--- config.mk ---
export PLATFORM = sky130hd
export DESIGN_NAME = pcnt_top
export DESIGN_NICKNAME = d
export VERILOG_FILES = /design/src/hw/pcnt_pkg.sv /design/src/hw/pcnt_carry.sv /design/src/hw/pcnt_core.sv /design/src/hw/pcnt_top.sv
export SDC_FILE = /design/constraint.sdc
export NUM_CORES = 1
export LEC_CHECK = 0
export BUFFER_PORTS_ARGS = -buffer_cell sky130_fd_sc_hd__buf_2
export CAP_MARGIN = 5
export CORE_ASPECT_RATIO = 0.6
export CORE_MARGIN = 4
export CORE_UTILIZATION = 40
export DETAILED_ROUTE_END_ITERATION = 7
export PLACE_DENSITY = 0.71
export SETUP_SLACK_MARGIN = 0.1
export SYNTH_ARGS = -nofsm -noshare
export SYNTH_HDL_FRONTEND = slang
export SYNTH_SLANG_ARGS = --single-unit
--- constraint.sdc ---
create_clock -name pclk -period 2.1 [get_ports pclk]
set_input_delay 0.105 -clock pclk [delete_from_list [all_inputs] [get_ports pclk]]
set_output_delay 0.105 -clock pclk [all_outputs]
set_load 0.01 [all_outputs]
--- src/hw/pcnt_pkg.sv ---
// Package for the presettable 4-bit counter block.
// Holds register offsets, field positions, reset values and widths shared by every module except the carry decoder.
// Assumes an APB master with 32-bit data and byte addressing.

`default_nettype none

package pcnt_pkg;

	// ------------------------------------------------------------
	// Widths
	// ------------------------------------------------------------
	localparam int unsigned PCNT_CNT_W  = 4;
	localparam int unsigned PCNT_ADDR_W = 12;
	localparam int unsigned PCNT_DATA_W = 32;
	localparam int unsigned PCNT_WRAP_W = 8;

	// ------------------------------------------------------------
	// Register byte offsets
	// ------------------------------------------------------------
	localparam logic [PCNT_ADDR_W-1:0] PCNT_OFS_CTRL   = 12'h000;
	localparam logic [PCNT_ADDR_W-1:0] PCNT_OFS_CMD    = 12'h004;
	localparam logic [PCNT_ADDR_W-1:0] PCNT_OFS_PRESET = 12'h008;
	localparam logic [PCNT_ADDR_W-1:0] PCNT_OFS_STATUS = 12'h00C;
	localparam logic [PCNT_ADDR_W-1:0] PCNT_OFS_WRAPS  = 12'h010;

	// ------------------------------------------------------------
	// Field positions
	// ------------------------------------------------------------
	// CTRL
	localparam int unsigned PCNT_CTRL_SRC_SEL    = 0;
	localparam int unsigned PCNT_CTRL_CNT_GATE   = 1;
	localparam int unsigned PCNT_CTRL_CARRY_GATE = 2;
	localparam int unsigned PCNT_CTRL_W          = 3;
	// CMD (write-only strobes)
	localparam int unsigned PCNT_CMD_CLEAR = 0;
	localparam int unsigned PCNT_CMD_LOAD  = 1;
	// STATUS
	localparam int unsigned PCNT_ST_COUNT_LSB = 0;
	localparam int unsigned PCNT_ST_CARRY     = 4;
	localparam int unsigned PCNT_ST_CLEAR_N   = 5;
	localparam int unsigned PCNT_ST_LOAD_N    = 6;
	localparam int unsigned PCNT_ST_ASYNC     = 7;

	// ------------------------------------------------------------
	// Reset values
	// ------------------------------------------------------------
	localparam logic [PCNT_CTRL_W-1:0] PCNT_CTRL_RST   = 3'h0;
	localparam logic [PCNT_CNT_W-1:0]  PCNT_PRESET_RST = 4'h0;
	localparam logic [PCNT_CNT_W-1:0]  PCNT_STATE_RST  = 4'h0;
	localparam logic [PCNT_WRAP_W-1:0] PCNT_WRAPS_RST  = 8'h00;
	localparam logic [PCNT_DATA_W-1:0] PCNT_RDATA_ZERO = 32'h0000_0000;

endpackage : pcnt_pkg

`default_nettype wire

--- src/hw/pcnt_carry.sv ---
// Terminal-count decoder for one counter stage.
// Assumes the state comes from flops; output is purely combinational.

`timescale 1ns/1ps
`default_nettype none

module pcnt_carry #(
	parameter int unsigned W = 4
) (
	// Stage state and gate
	input  wire logic [W-1:0] state,
	input  wire logic         carry_gate,
	// Look-ahead carry
	output logic              carry_out
);

	// ------------------------------------------------------------
	// Decode
	// ------------------------------------------------------------
	// High only at all ones with the carry gate high; load and count gate play no part
	assign carry_out = carry_gate & (&state);

endmodule : pcnt_carry

`default_nettype wire

--- src/hw/pcnt_core.sv ---
// Counter core: 4-bit presettable binary up-counter with selectable clear style.
// Assumes all control inputs are synchronous to clk; clear_n may be asynchronous
// when ASYNC_CLEAR is set.

`timescale 1ns/1ps
`default_nettype none

module pcnt_core
	import pcnt_pkg::*;
#(
	parameter int unsigned W           = PCNT_CNT_W,
	parameter bit          ASYNC_CLEAR = 1'b1
) (
	// Clock and reset
	input  wire logic         clk,
	input  wire logic         rst_n,
	// Controls
	input  wire logic         clear_n,
	input  wire logic         soft_clear,
	input  wire logic         load_n,
	input  wire logic [W-1:0] preset,
	input  wire logic         count_gate,
	input  wire logic         carry_gate,
	// State
	output logic [W-1:0]      state,
	output logic              wrap
);

	logic [W-1:0] state_q;
	logic [W-1:0] state_d;
	logic         cnt_en;

	// ------------------------------------------------------------
	// Next state
	// ------------------------------------------------------------
	// Load blocks counting whatever the gates do; count needs all three high
	assign cnt_en = count_gate & carry_gate & load_n;

	// Load beats count, and no control leaves the state alone
	always_comb begin
		if (!load_n) begin
			state_d = preset;
		end else if (cnt_en) begin
			state_d = W'(state_q + 1'b1);
		end else begin
			state_d = state_q;
		end
	end

	// Wrap event marks the all-ones to zero step
	assign wrap = cnt_en & (&state_q);

	// ------------------------------------------------------------
	// State flops
	// ------------------------------------------------------------
	generate
		if (ASYNC_CLEAR) begin : g_async
			logic arst_n;
			// Clear pin joins the reset net; it must be glitch free upstream
			assign arst_n = rst_n & clear_n;
			always_ff @(posedge clk or negedge arst_n) begin
				if (!arst_n) begin
					state_q <= PCNT_STATE_RST;
				end else if (soft_clear) begin
					state_q <= PCNT_STATE_RST;
				end else begin
					state_q <= state_d;
				end
			end
		end else begin : g_sync
			// Clear sampled at the edge, so decoded moduli stay glitch free
			always_ff @(posedge clk or negedge rst_n) begin
				if (!rst_n) begin
					state_q <= PCNT_STATE_RST;
				end else if (!clear_n || soft_clear) begin
					state_q <= PCNT_STATE_RST;
				end else begin
					state_q <= state_d;
				end
			end
		end
	endgenerate

	assign state = state_q;

endmodule : pcnt_core

`default_nettype wire

--- src/hw/pcnt_top.sv ---
// Top of the presettable counter block: counter pins plus an APB register slave.
// Assumes an APB master on pclk; counter pins are synchronous to pclk.

`timescale 1ns/1ps
`default_nettype none

module pcnt_top
	import pcnt_pkg::*;
#(
	parameter bit ASYNC_CLEAR = 1'b1
) (
	// Clock and reset
	input  wire logic                            pclk,
	input  wire logic                            presetn,
	// APB slave
	input  wire logic [pcnt_pkg::PCNT_ADDR_W-1:0] paddr,
	input  wire logic                            psel,
	input  wire logic                            penable,
	input  wire logic                            pwrite,
	input  wire logic [pcnt_pkg::PCNT_DATA_W-1:0] pwdata,
	output logic                                 pready,
	output logic [pcnt_pkg::PCNT_DATA_W-1:0]      prdata,
	output logic                                 pslverr,
	// Counter pins
	input  wire logic [pcnt_pkg::PCNT_CNT_W-1:0]  preset_in,
	input  wire logic                            load_n,
	input  wire logic                            clear_n,
	input  wire logic                            count_gate,
	input  wire logic                            carry_gate,
	output logic [pcnt_pkg::PCNT_CNT_W-1:0]       count_out,
	output logic                                 carry_out
);

	import pcnt_pkg::*;

	// ------------------------------------------------------------
	// Declarations
	// ------------------------------------------------------------
	logic [PCNT_CTRL_W-1:0] ctrl_q;
	logic [PCNT_CNT_W-1:0]  preset_q;
	logic [PCNT_WRAP_W-1:0] wraps_q;
	logic [PCNT_DATA_W-1:0] prdata_q;
	logic                   soft_clear_q;
	logic                   soft_load_q;
	logic                   setup_ph;
	logic                   wr_acc;
	logic                   rd_setup;
	logic                   addr_hit;
	logic                   eff_load_n;
	logic [PCNT_CNT_W-1:0]  eff_preset;
	logic                   eff_cnt_gate;
	logic                   eff_carry_gate;
	logic [PCNT_CNT_W-1:0]  state;
	logic                   wrap;
	logic                   carry;

	// Address decode shared by write and error paths
	function automatic logic pcnt_mapped(input logic [PCNT_ADDR_W-1:0] a);
		return (a == PCNT_OFS_CTRL) || (a == PCNT_OFS_CMD) || (a == PCNT_OFS_PRESET)
			|| (a == PCNT_OFS_STATUS) || (a == PCNT_OFS_WRAPS);
	endfunction : pcnt_mapped

	// ------------------------------------------------------------
	// APB phases
	// ------------------------------------------------------------
	// Zero wait states: read data is captured in the setup cycle
	assign setup_ph = psel & ~penable;
	assign rd_setup = setup_ph & ~pwrite;
	assign addr_hit = pcnt_mapped(paddr);
	assign wr_acc   = psel & penable & pwrite & addr_hit;
	assign pready   = 1'b1;
	assign pslverr  = psel & penable & ~addr_hit;   // Unmapped address answers with an error

	// ------------------------------------------------------------
	// Control register
	// ------------------------------------------------------------
	// Source select, software count gate and software carry gate
	always_ff @(posedge pclk or negedge presetn) begin
		if (!presetn) begin
			ctrl_q <= PCNT_CTRL_RST;
		end else if (wr_acc && paddr == PCNT_OFS_CTRL) begin
			ctrl_q <= pwdata[PCNT_CTRL_W-1:0];
		end
	end

	// ------------------------------------------------------------
	// Preset register
	// ------------------------------------------------------------
	always_ff @(posedge pclk or negedge presetn) begin
		if (!presetn) begin
			preset_q <= PCNT_PRESET_RST;
		end else if (wr_acc && paddr == PCNT_OFS_PRESET) begin
			preset_q <= pwdata[PCNT_CNT_W-1:0];
		end
	end

	// ------------------------------------------------------------
	// Command strobes
	// ------------------------------------------------------------
	// One-cycle pulses; they act at the edge after the write completes
	always_ff @(posedge pclk or negedge presetn) begin
		if (!presetn) begin
			soft_clear_q <= 1'b0;
			soft_load_q  <= 1'b0;
		end else begin
			soft_clear_q <= wr_acc && paddr == PCNT_OFS_CMD && pwdata[PCNT_CMD_CLEAR];
			soft_load_q  <= wr_acc && paddr == PCNT_OFS_CMD && pwdata[PCNT_CMD_LOAD];
		end
	end

	// ------------------------------------------------------------
	// Control source selection
	// ------------------------------------------------------------
	// Pin load always counts; a software load picks the preset register instead
	assign eff_load_n     = load_n & ~soft_load_q;
	assign eff_preset     = (!load_n) ? preset_in : preset_q;
	assign eff_cnt_gate   = ctrl_q[PCNT_CTRL_SRC_SEL] ? ctrl_q[PCNT_CTRL_CNT_GATE] : count_gate;
	assign eff_carry_gate = ctrl_q[PCNT_CTRL_SRC_SEL] ? ctrl_q[PCNT_CTRL_CARRY_GATE] : carry_gate;

	// ------------------------------------------------------------
	// Counter stage and carry decode
	// ------------------------------------------------------------
	pcnt_core #(
		.W           (PCNT_CNT_W),
		.ASYNC_CLEAR (ASYNC_CLEAR)
	) u_core (
		.clk        (pclk),
		.rst_n      (presetn),
		.clear_n    (clear_n),
		.soft_clear (soft_clear_q),
		.load_n     (eff_load_n),
		.preset     (eff_preset),
		.count_gate (eff_cnt_gate),
		.carry_gate (eff_carry_gate),
		.state      (state),
		.wrap       (wrap)
	);

	pcnt_carry #(
		.W (PCNT_CNT_W)
	) u_carry (
		.state      (state),
		.carry_gate (eff_carry_gate),
		.carry_out  (carry)
	);

	// Outputs are the state flops and the carry decode directly, so a
	// downstream stage sees the carry in the same cycle for cascading
	assign count_out = state;
	assign carry_out = carry;

	// ------------------------------------------------------------
	// Wrap counter
	// ------------------------------------------------------------
	// Counts all-ones to zero steps; saturates instead of rolling over,
	// and a wrap in the cycle of a clear write restarts the count at one
	always_ff @(posedge pclk or negedge presetn) begin
		if (!presetn) begin
			wraps_q <= PCNT_WRAPS_RST;
		end else if (wrap) begin
			if (wr_acc && paddr == PCNT_OFS_WRAPS) begin
				wraps_q <= PCNT_WRAP_W'(1);
			end else if (~&wraps_q) begin
				wraps_q <= PCNT_WRAP_W'(wraps_q + 1'b1);
			end
		end else if (wr_acc && paddr == PCNT_OFS_WRAPS) begin
			wraps_q <= PCNT_WRAPS_RST;
		end
	end

	// ------------------------------------------------------------
	// Read data
	// ------------------------------------------------------------
	// Captured at the setup edge and held through the access cycle
	always_ff @(posedge pclk or negedge presetn) begin
		if (!presetn) begin
			prdata_q <= PCNT_RDATA_ZERO;
		end else if (rd_setup) begin
			prdata_q <= PCNT_RDATA_ZERO;
			unique case (1'b1)
				paddr == PCNT_OFS_CTRL: begin
					prdata_q[PCNT_CTRL_W-1:0] <= ctrl_q;
				end
				paddr == PCNT_OFS_PRESET: begin
					prdata_q[PCNT_CNT_W-1:0] <= preset_q;
				end
				paddr == PCNT_OFS_STATUS: begin
					prdata_q[PCNT_ST_COUNT_LSB +: PCNT_CNT_W] <= state;
					prdata_q[PCNT_ST_CARRY]                   <= carry;
					prdata_q[PCNT_ST_CLEAR_N]                 <= clear_n;
					prdata_q[PCNT_ST_LOAD_N]                  <= load_n;
					prdata_q[PCNT_ST_ASYNC]                   <= ASYNC_CLEAR;
				end
				paddr == PCNT_OFS_WRAPS: begin
					prdata_q[PCNT_WRAP_W-1:0] <= wraps_q;
				end
				default: begin
					prdata_q <= PCNT_RDATA_ZERO;   // CMD and unmapped read as zero
				end
			endcase
		end
	end

	assign prdata = prdata_q;

endmodule : pcnt_top

`default_nettype wire

======== Word level (Yosys, flattened, before mapping) ========
Cells that the tools add are included.
cells by class
  divide/modulo/power cells ............... 0
  $add $sub $neg .......................... 2
  magnitude comparators ................... 0
  reductions and logical operators ........ 15
  bitwise logic cells ..................... 16
  shift operators ......................... 0
  eq/ne operators ......................... 6
  multiplexer cells ....................... 13
  multipliers ............................. 0
operators with widths
  operator               number
  $mux W8                4
  $eq A12 B4 Y1 const B  2
  $mux W4                4
  $and A1 B1 Y1          12
  $eq A12 B3 Y1 const B  1
  $eq A12 B5 Y1 const B  1
  $logic_not A12 Y1      1
  $pmux W3 S4            1
  $add A8 B1 Y8 const B  1
  $pmux W4 S2            1
  $reduce_and A8 Y1      1
  $logic_and A1 B1 Y1    6
  $add A4 B1 Y4 const B  1
  $logic_or A1 B1 Y1     4
  $not A1 Y1             4
  $reduce_and A4 Y1      1
  $ne A3 B3 Y1 const B   1
  $pmux W1 S3            1
  $mux W1                2
  $ne A2 B2 Y1 const B   1
  $reduce_and A2 Y1      1
  $reduce_bool A2 Y1     1
storage, ports and cells
  word-level logic and storage cells ...... 59
  register bits ........................... 29
  bits in writable memories ............... 0
  output and inout port bits .............. 39
  bits in latches ......................... 0
  input bits .............................. 57
  memories kept ........................... 0
  memory bits (read-only) ................. 0

======== Depth between registers and ports, before layout ========
  depth in word-level cells ............... 9
  mapped depth ............................ 6
  gate-level depth less buffers ........... 5

======== Modules after synthesis ========
A second synthesis with hierarchy kept.
unflattened totals
  cells, all modules ...................... 202
  area, all modules ....................... 1,893.1 µm²
modules (own cells, without submodules)
  module      seq. area each (µm²)  times used  area each (µm²)  cells each
  pcnt_top    625.6                 1           1,641.6          172
  pcnt_core   100.1                 1           239.0            27
  pcnt_carry  0.0                   1           12.5             3

======== Least setup slack after synthesis ========
No wires, ideal clock.
  path type ............................... input -> register
  start point ............................. input port paddr[8] (netlist name)
  end point ............................... register preset_q[0]
  data required time ...................... 1,975 ps
  setup slack ............................. 153 ps
  library setup time ...................... 125 ps
  stages .................................. 5
  path buffers ............................ 1
  arrival time ............................ 1,822 ps
  cell sequence ........................... or4_4 > buf_6 > or3b_4 > or3_4 > mux2_4
between the ends
  word-level cells in the longest chain between the ends .. 7
  elaborated cells between the ends (all ways) .. 11
  classes of those cells .................. eq/ne: 4; bitwise: 1; reduce/logical: 6
ends and longest elaborated chain
  element                                                    RTL line        RTL
  from (decl)                                                pcnt_top.sv:16  input wire logic [pcnt_pkg::PCNT_ADDR_W-1:0] paddr,
  $eq A12 B3 Y1 / $logic_not A12 Y1 (equally long branches)  pcnt_top.sv:59  return (a == PCNT_OFS_CTRL) || (a == PCNT_OFS_CMD) || (a == PCNT_OFS_PRESET)
  $logic_or A1 B1 Y1 (2 in series)                           pcnt_top.sv:59
  $logic_or A1 B1 Y1 (2 in series)                           pcnt_top.sv:60  || (a == PCNT_OFS_STATUS) || (a == PCNT_OFS_WRAPS);
  $and A1 B1 Y1                                              pcnt_top.sv:70  assign wr_acc = psel & penable & pwrite & addr_hit;
  $logic_and A1 B1 Y1 *                                      pcnt_top.sv:92  end else if (wr_acc && paddr == PCNT_OFS_PRESET) begin
  to (signal assigned)                                       pcnt_top.sv:93  preset_q <= pwdata[PCNT_CNT_W-1:0];
  to (decl)                                                  pcnt_top.sv:40  logic [PCNT_CNT_W-1:0] preset_q;
Every way passes the cells marked *; elsewhere a longest branch is shown, timed or not.
A chain may end at the register's enable or synchronous reset.

======== Worst setup path in the final report ========
  start point ............................. register u_core.state_q[1] (netlist: u_core.state[1])
  end point ............................... register wraps_q[4]
between the ends
  word-level cells in the longest chain between the ends .. 4
  elaborated cells between the ends (all ways) .. 5
  classes of those cells .................. mux: 1; bitwise: 1; reduce/logical: 3
ends and longest elaborated chain
  element                       RTL line         RTL
  from (decl)                   pcnt_core.sv:29  logic [W-1:0] state_q;
  from (signal assigned)        pcnt_core.sv:67  state_q <= state_d;
  $reduce_and A4 Y1 *           pcnt_core.sv:51  assign wrap = cnt_en & (&state_q);
  $and A1 B1 Y1 *               pcnt_core.sv:51
  $reduce_bool A2 Y1 (no line)  n/a
  $reduce_and A2 Y1 (no line)   n/a
  to (signal assigned)          pcnt_top.sv:164  wraps_q <= PCNT_WRAP_W'(wraps_q + 1'b1);
  to (decl)                     pcnt_top.sv:41   logic [PCNT_WRAP_W-1:0] wraps_q;
Marks and branches as above.

==> results.toml <==
[detailed_routing]
antenna_left = 0
vias_per_cell = 5.465
totalWireLength_um = 5116
drt-initial-drc-count = 93
dr.pass1.iters = 4
vias = 1820
routedWlPerCell_um = 15.36
drc = 0

[setup_path]
cp.arrival_ns = 2.17
cp_num_buf_inv = 1
r2r_cells = 6
cp_slowest_stage_delay_ns = 0.49
rrSetupSlack_ns = 0.13
r2r_end = "wraps_q[4]$_DFFE_PN0P_"
worstSetupPathDepth = 6
crit_path_max_fanout = 7
end_kind = "register"
start_kind = "register"
crit_type = "register to register"
cp_cell_sequence = "ha_2, and3_4, nand4_1, buf_4, or4_1, a21oi_1"
crit_family = "simple AND/OR/NAND/NOR gates"
rr_startpoint = "u_core.state[1]$_DFFE_PN0P_"
critPathSlowestCell = "or4_1"
cp.required_ns = 2.30

[sta]
timing.setup.tns_ns = 0
relSlewSlack = 0.6085
tightestPinTransition_ns = 0.5873
drv_slew = 0
hold_viol = 0
finalSetupViolCount = 0
finClkSkew_ns = 0.002439
rsz0062_at_grt = "false"
finalCritPeriodShare = 0.9358
fmaxAchievable_ghz = 0.5088
layout_min_cycle_time_ns = 1.965

[logic_synthesis]
ys_seq_area_frac = 0.3625
synth.area.mux_share = 0.08063
yosysWarnings = 0
synthArstFlopShare = 1.000
yosys-top-cells-area = "dfrtp_1, buf_4, mux2_4"
synth_xor_area_frac = 0
synth-simple-area-share = 0.2487
syn_area_um2 = 2002
synth_top_family_by_area = "simple AND/OR/NAND/NOR gates"
synth_top_area_share = 0.3625
synthFlopType = "dfrtp_1"
synth_edf_count = 0
synth_fa_ha_area_frac = 0.01250
synth.largest_area_cell = "dfrtp_1"
syn_avg_cell_area_um2 = 9.268
synthCells = 216
synth_cell_types = 51
synth_compound_area_frac = 0.1644
ys_ff_latch = 29

[finish]
drive_above_1_share = 0.3185
layout_commonest_cell = "buf_2"
fillerInstances = 469
final_cell_mix = "buf_2, dfrtp_1, conb_1"
final_nets = 329
num_antenna_cells = 0
final_area_um2 = 2379
final_core_util = 0.5053
syn2layout_area_growth_pct = 18.81

[min_path]
min_from = "pwdata[3]"
hp-class = "input pin to register"
hold_depth = 2
worst_hold_path.endpoint = "preset_q[3]$_DFFE_PN0P_"

[floorplan]
die_width_um = 99.33
fp.dieH_um = 62.80
ios = 96
coreArea_um2 = 4707
dieArea_um2 = 6238
start_util = 0.4253
rows = 19

[clock_tree]
numCtsBuffers = 5
cts_sinks = 29
clk_path_buf_depth = 2
htree_levels = 2
cts_root_buffer = "clkbuf_8"
clk_pin_slew_ns = 0.06
cts_tree = "built"
insertion_delay_ns = 0.28

[placement]
dp_hpwl_um = 3977
io_buffers = 42
placed_area_um2 = 2243
gp_congestion = 0.8464

[grt]
grt_pass1_vias = 1683
grt_pass1_wl_um = 8286
grt_usage = 0.1685
antenna_found_initial = 0
grt_max_degree = 27
overflow = 0

[pwr]
power_density_nw_per_um2 = 582.3
p_leak_nw = 1.117
irDropWorstVdd_uv = 257.5

[status]
outcome = "completed"

[run]
cap_violations = 0
-- worst reg2reg max path: stages (launching register included) --
cell     delay, ns
dfrtp_1       0.37
ha_2          0.21
and3_4        0.20
nand4_1       0.24
buf_4         0.24
or4_1         0.49
a21oi_1       0.15
-- repair_timing --
item / 4_1_cts / 5_1_grt
endpoints found under the setup margin: 0 / 7
hold buffers: 2 / 0
resized for setup: 0 / 3
buffers inserted: 0 / 2
endpoints found under the hold margin: 29 / 0
-- layout make-up --
class	instances	area, um^2	area share
multi-input combinational	169	1126	0.4734
sequential	29	725.7	0.3051
timing repair buffer	58	335.3	0.1410
clock buffer	7	86.33	0.03630
tap	63	78.83	0.03314
inverter	7	26.28	0.01105
-- cells in the mapped netlist, types with 2 or more instances --
cell and count:
nor4_1 5, mux2_4 7, nor2_1 9, or3_1 3
nor3_1 8, a21oi_1 15, or3_4 2, and2_1 4
nor2b_1 3, nand3b_1 2, ha_1 2, nand2_1 9
a211oi_1 3, o311a_1 2, inv_1 7, buf_4 25
o21ai_0 6, and3_1 6, conb_1 2, a21boi_0 2
clkbuf_1 8, nand3_1 12, dfrtp_1 29, or4_1 6
a22oi_1 5, o31ai_1 5, mux2_2 5
-- where the power goes --
part	switching, mW	total (mW)	internal, mW
clock	0.195	0.454	0.259
sequential	0.0532	0.657	0.604
combinational	0.156	0.274	0.118
total	0.404	1.38	0.981
-- flip-flops by register name (all words and copies together) (netlist names) --
register / flops
ctrl_q: 3
prdata: 8
preset_q: 4
soft_clear_q: 1
soft_load_q: 1
u_core.state: 4
wraps_q: 8
-- through the flow --
stage	std cells	setup slack [ns]	total power [mW]	hold WS (ns)
3_5_place_dp	322	0.1038	0.9282	0.08412
3_3_place_gp	322	0.1173	0.9237	0.08878
2_1_floorplan	239	0.1533	0.8421	-0.1906
4_1_cts	331	0.1913	1.391	0.05986
6_report	333	0.1348	1.385	0.06229
5_1_grt	333	0.07837	1.470	0.05938
-- worst max path at each step --
stage                                startpoint                       to  slack [ns]
finish              u_core.state[1]$_DFFE_PN0P_   wraps_q[4]$_DFFE_PN0P_        0.13
global route              ctrl_q[0]$_DFFE_PN0P_   wraps_q[4]$_DFFE_PN0P_        0.08
CTS                 u_core.state[1]$_DFFE_PN0P_   wraps_q[6]$_DFFE_PN0P_        0.19
detailed placement                     paddr[8]  preset_q[2]$_DFFE_PN0P_        0.10
global placement                       paddr[8]  preset_q[3]$_DFFE_PN0P_        0.12
floorplan                              paddr[8]  preset_q[0]$_DFFE_PN0P_        0.15
-- per-layer routing --
layer / global-route usage / part of all wire
met5: 0 / 0
met4: 0.04940 / 0.012
met3: 0.06243 / 0.097
met2: 0.2023 / 0.39
met1: 0.2669 / 0.50
-- cell families after synthesis --
kind of cell / Yosys count
AO/OA/AOI/OAI: 49
adder cells (fa/ha/maj): 2
buffers and inverters: 41
flip-flops: 29
multiplexers: 12
other: 2
AND/OR/NAND/NOR: 81
No activity file was read; power rests on OpenSTA's default activity.
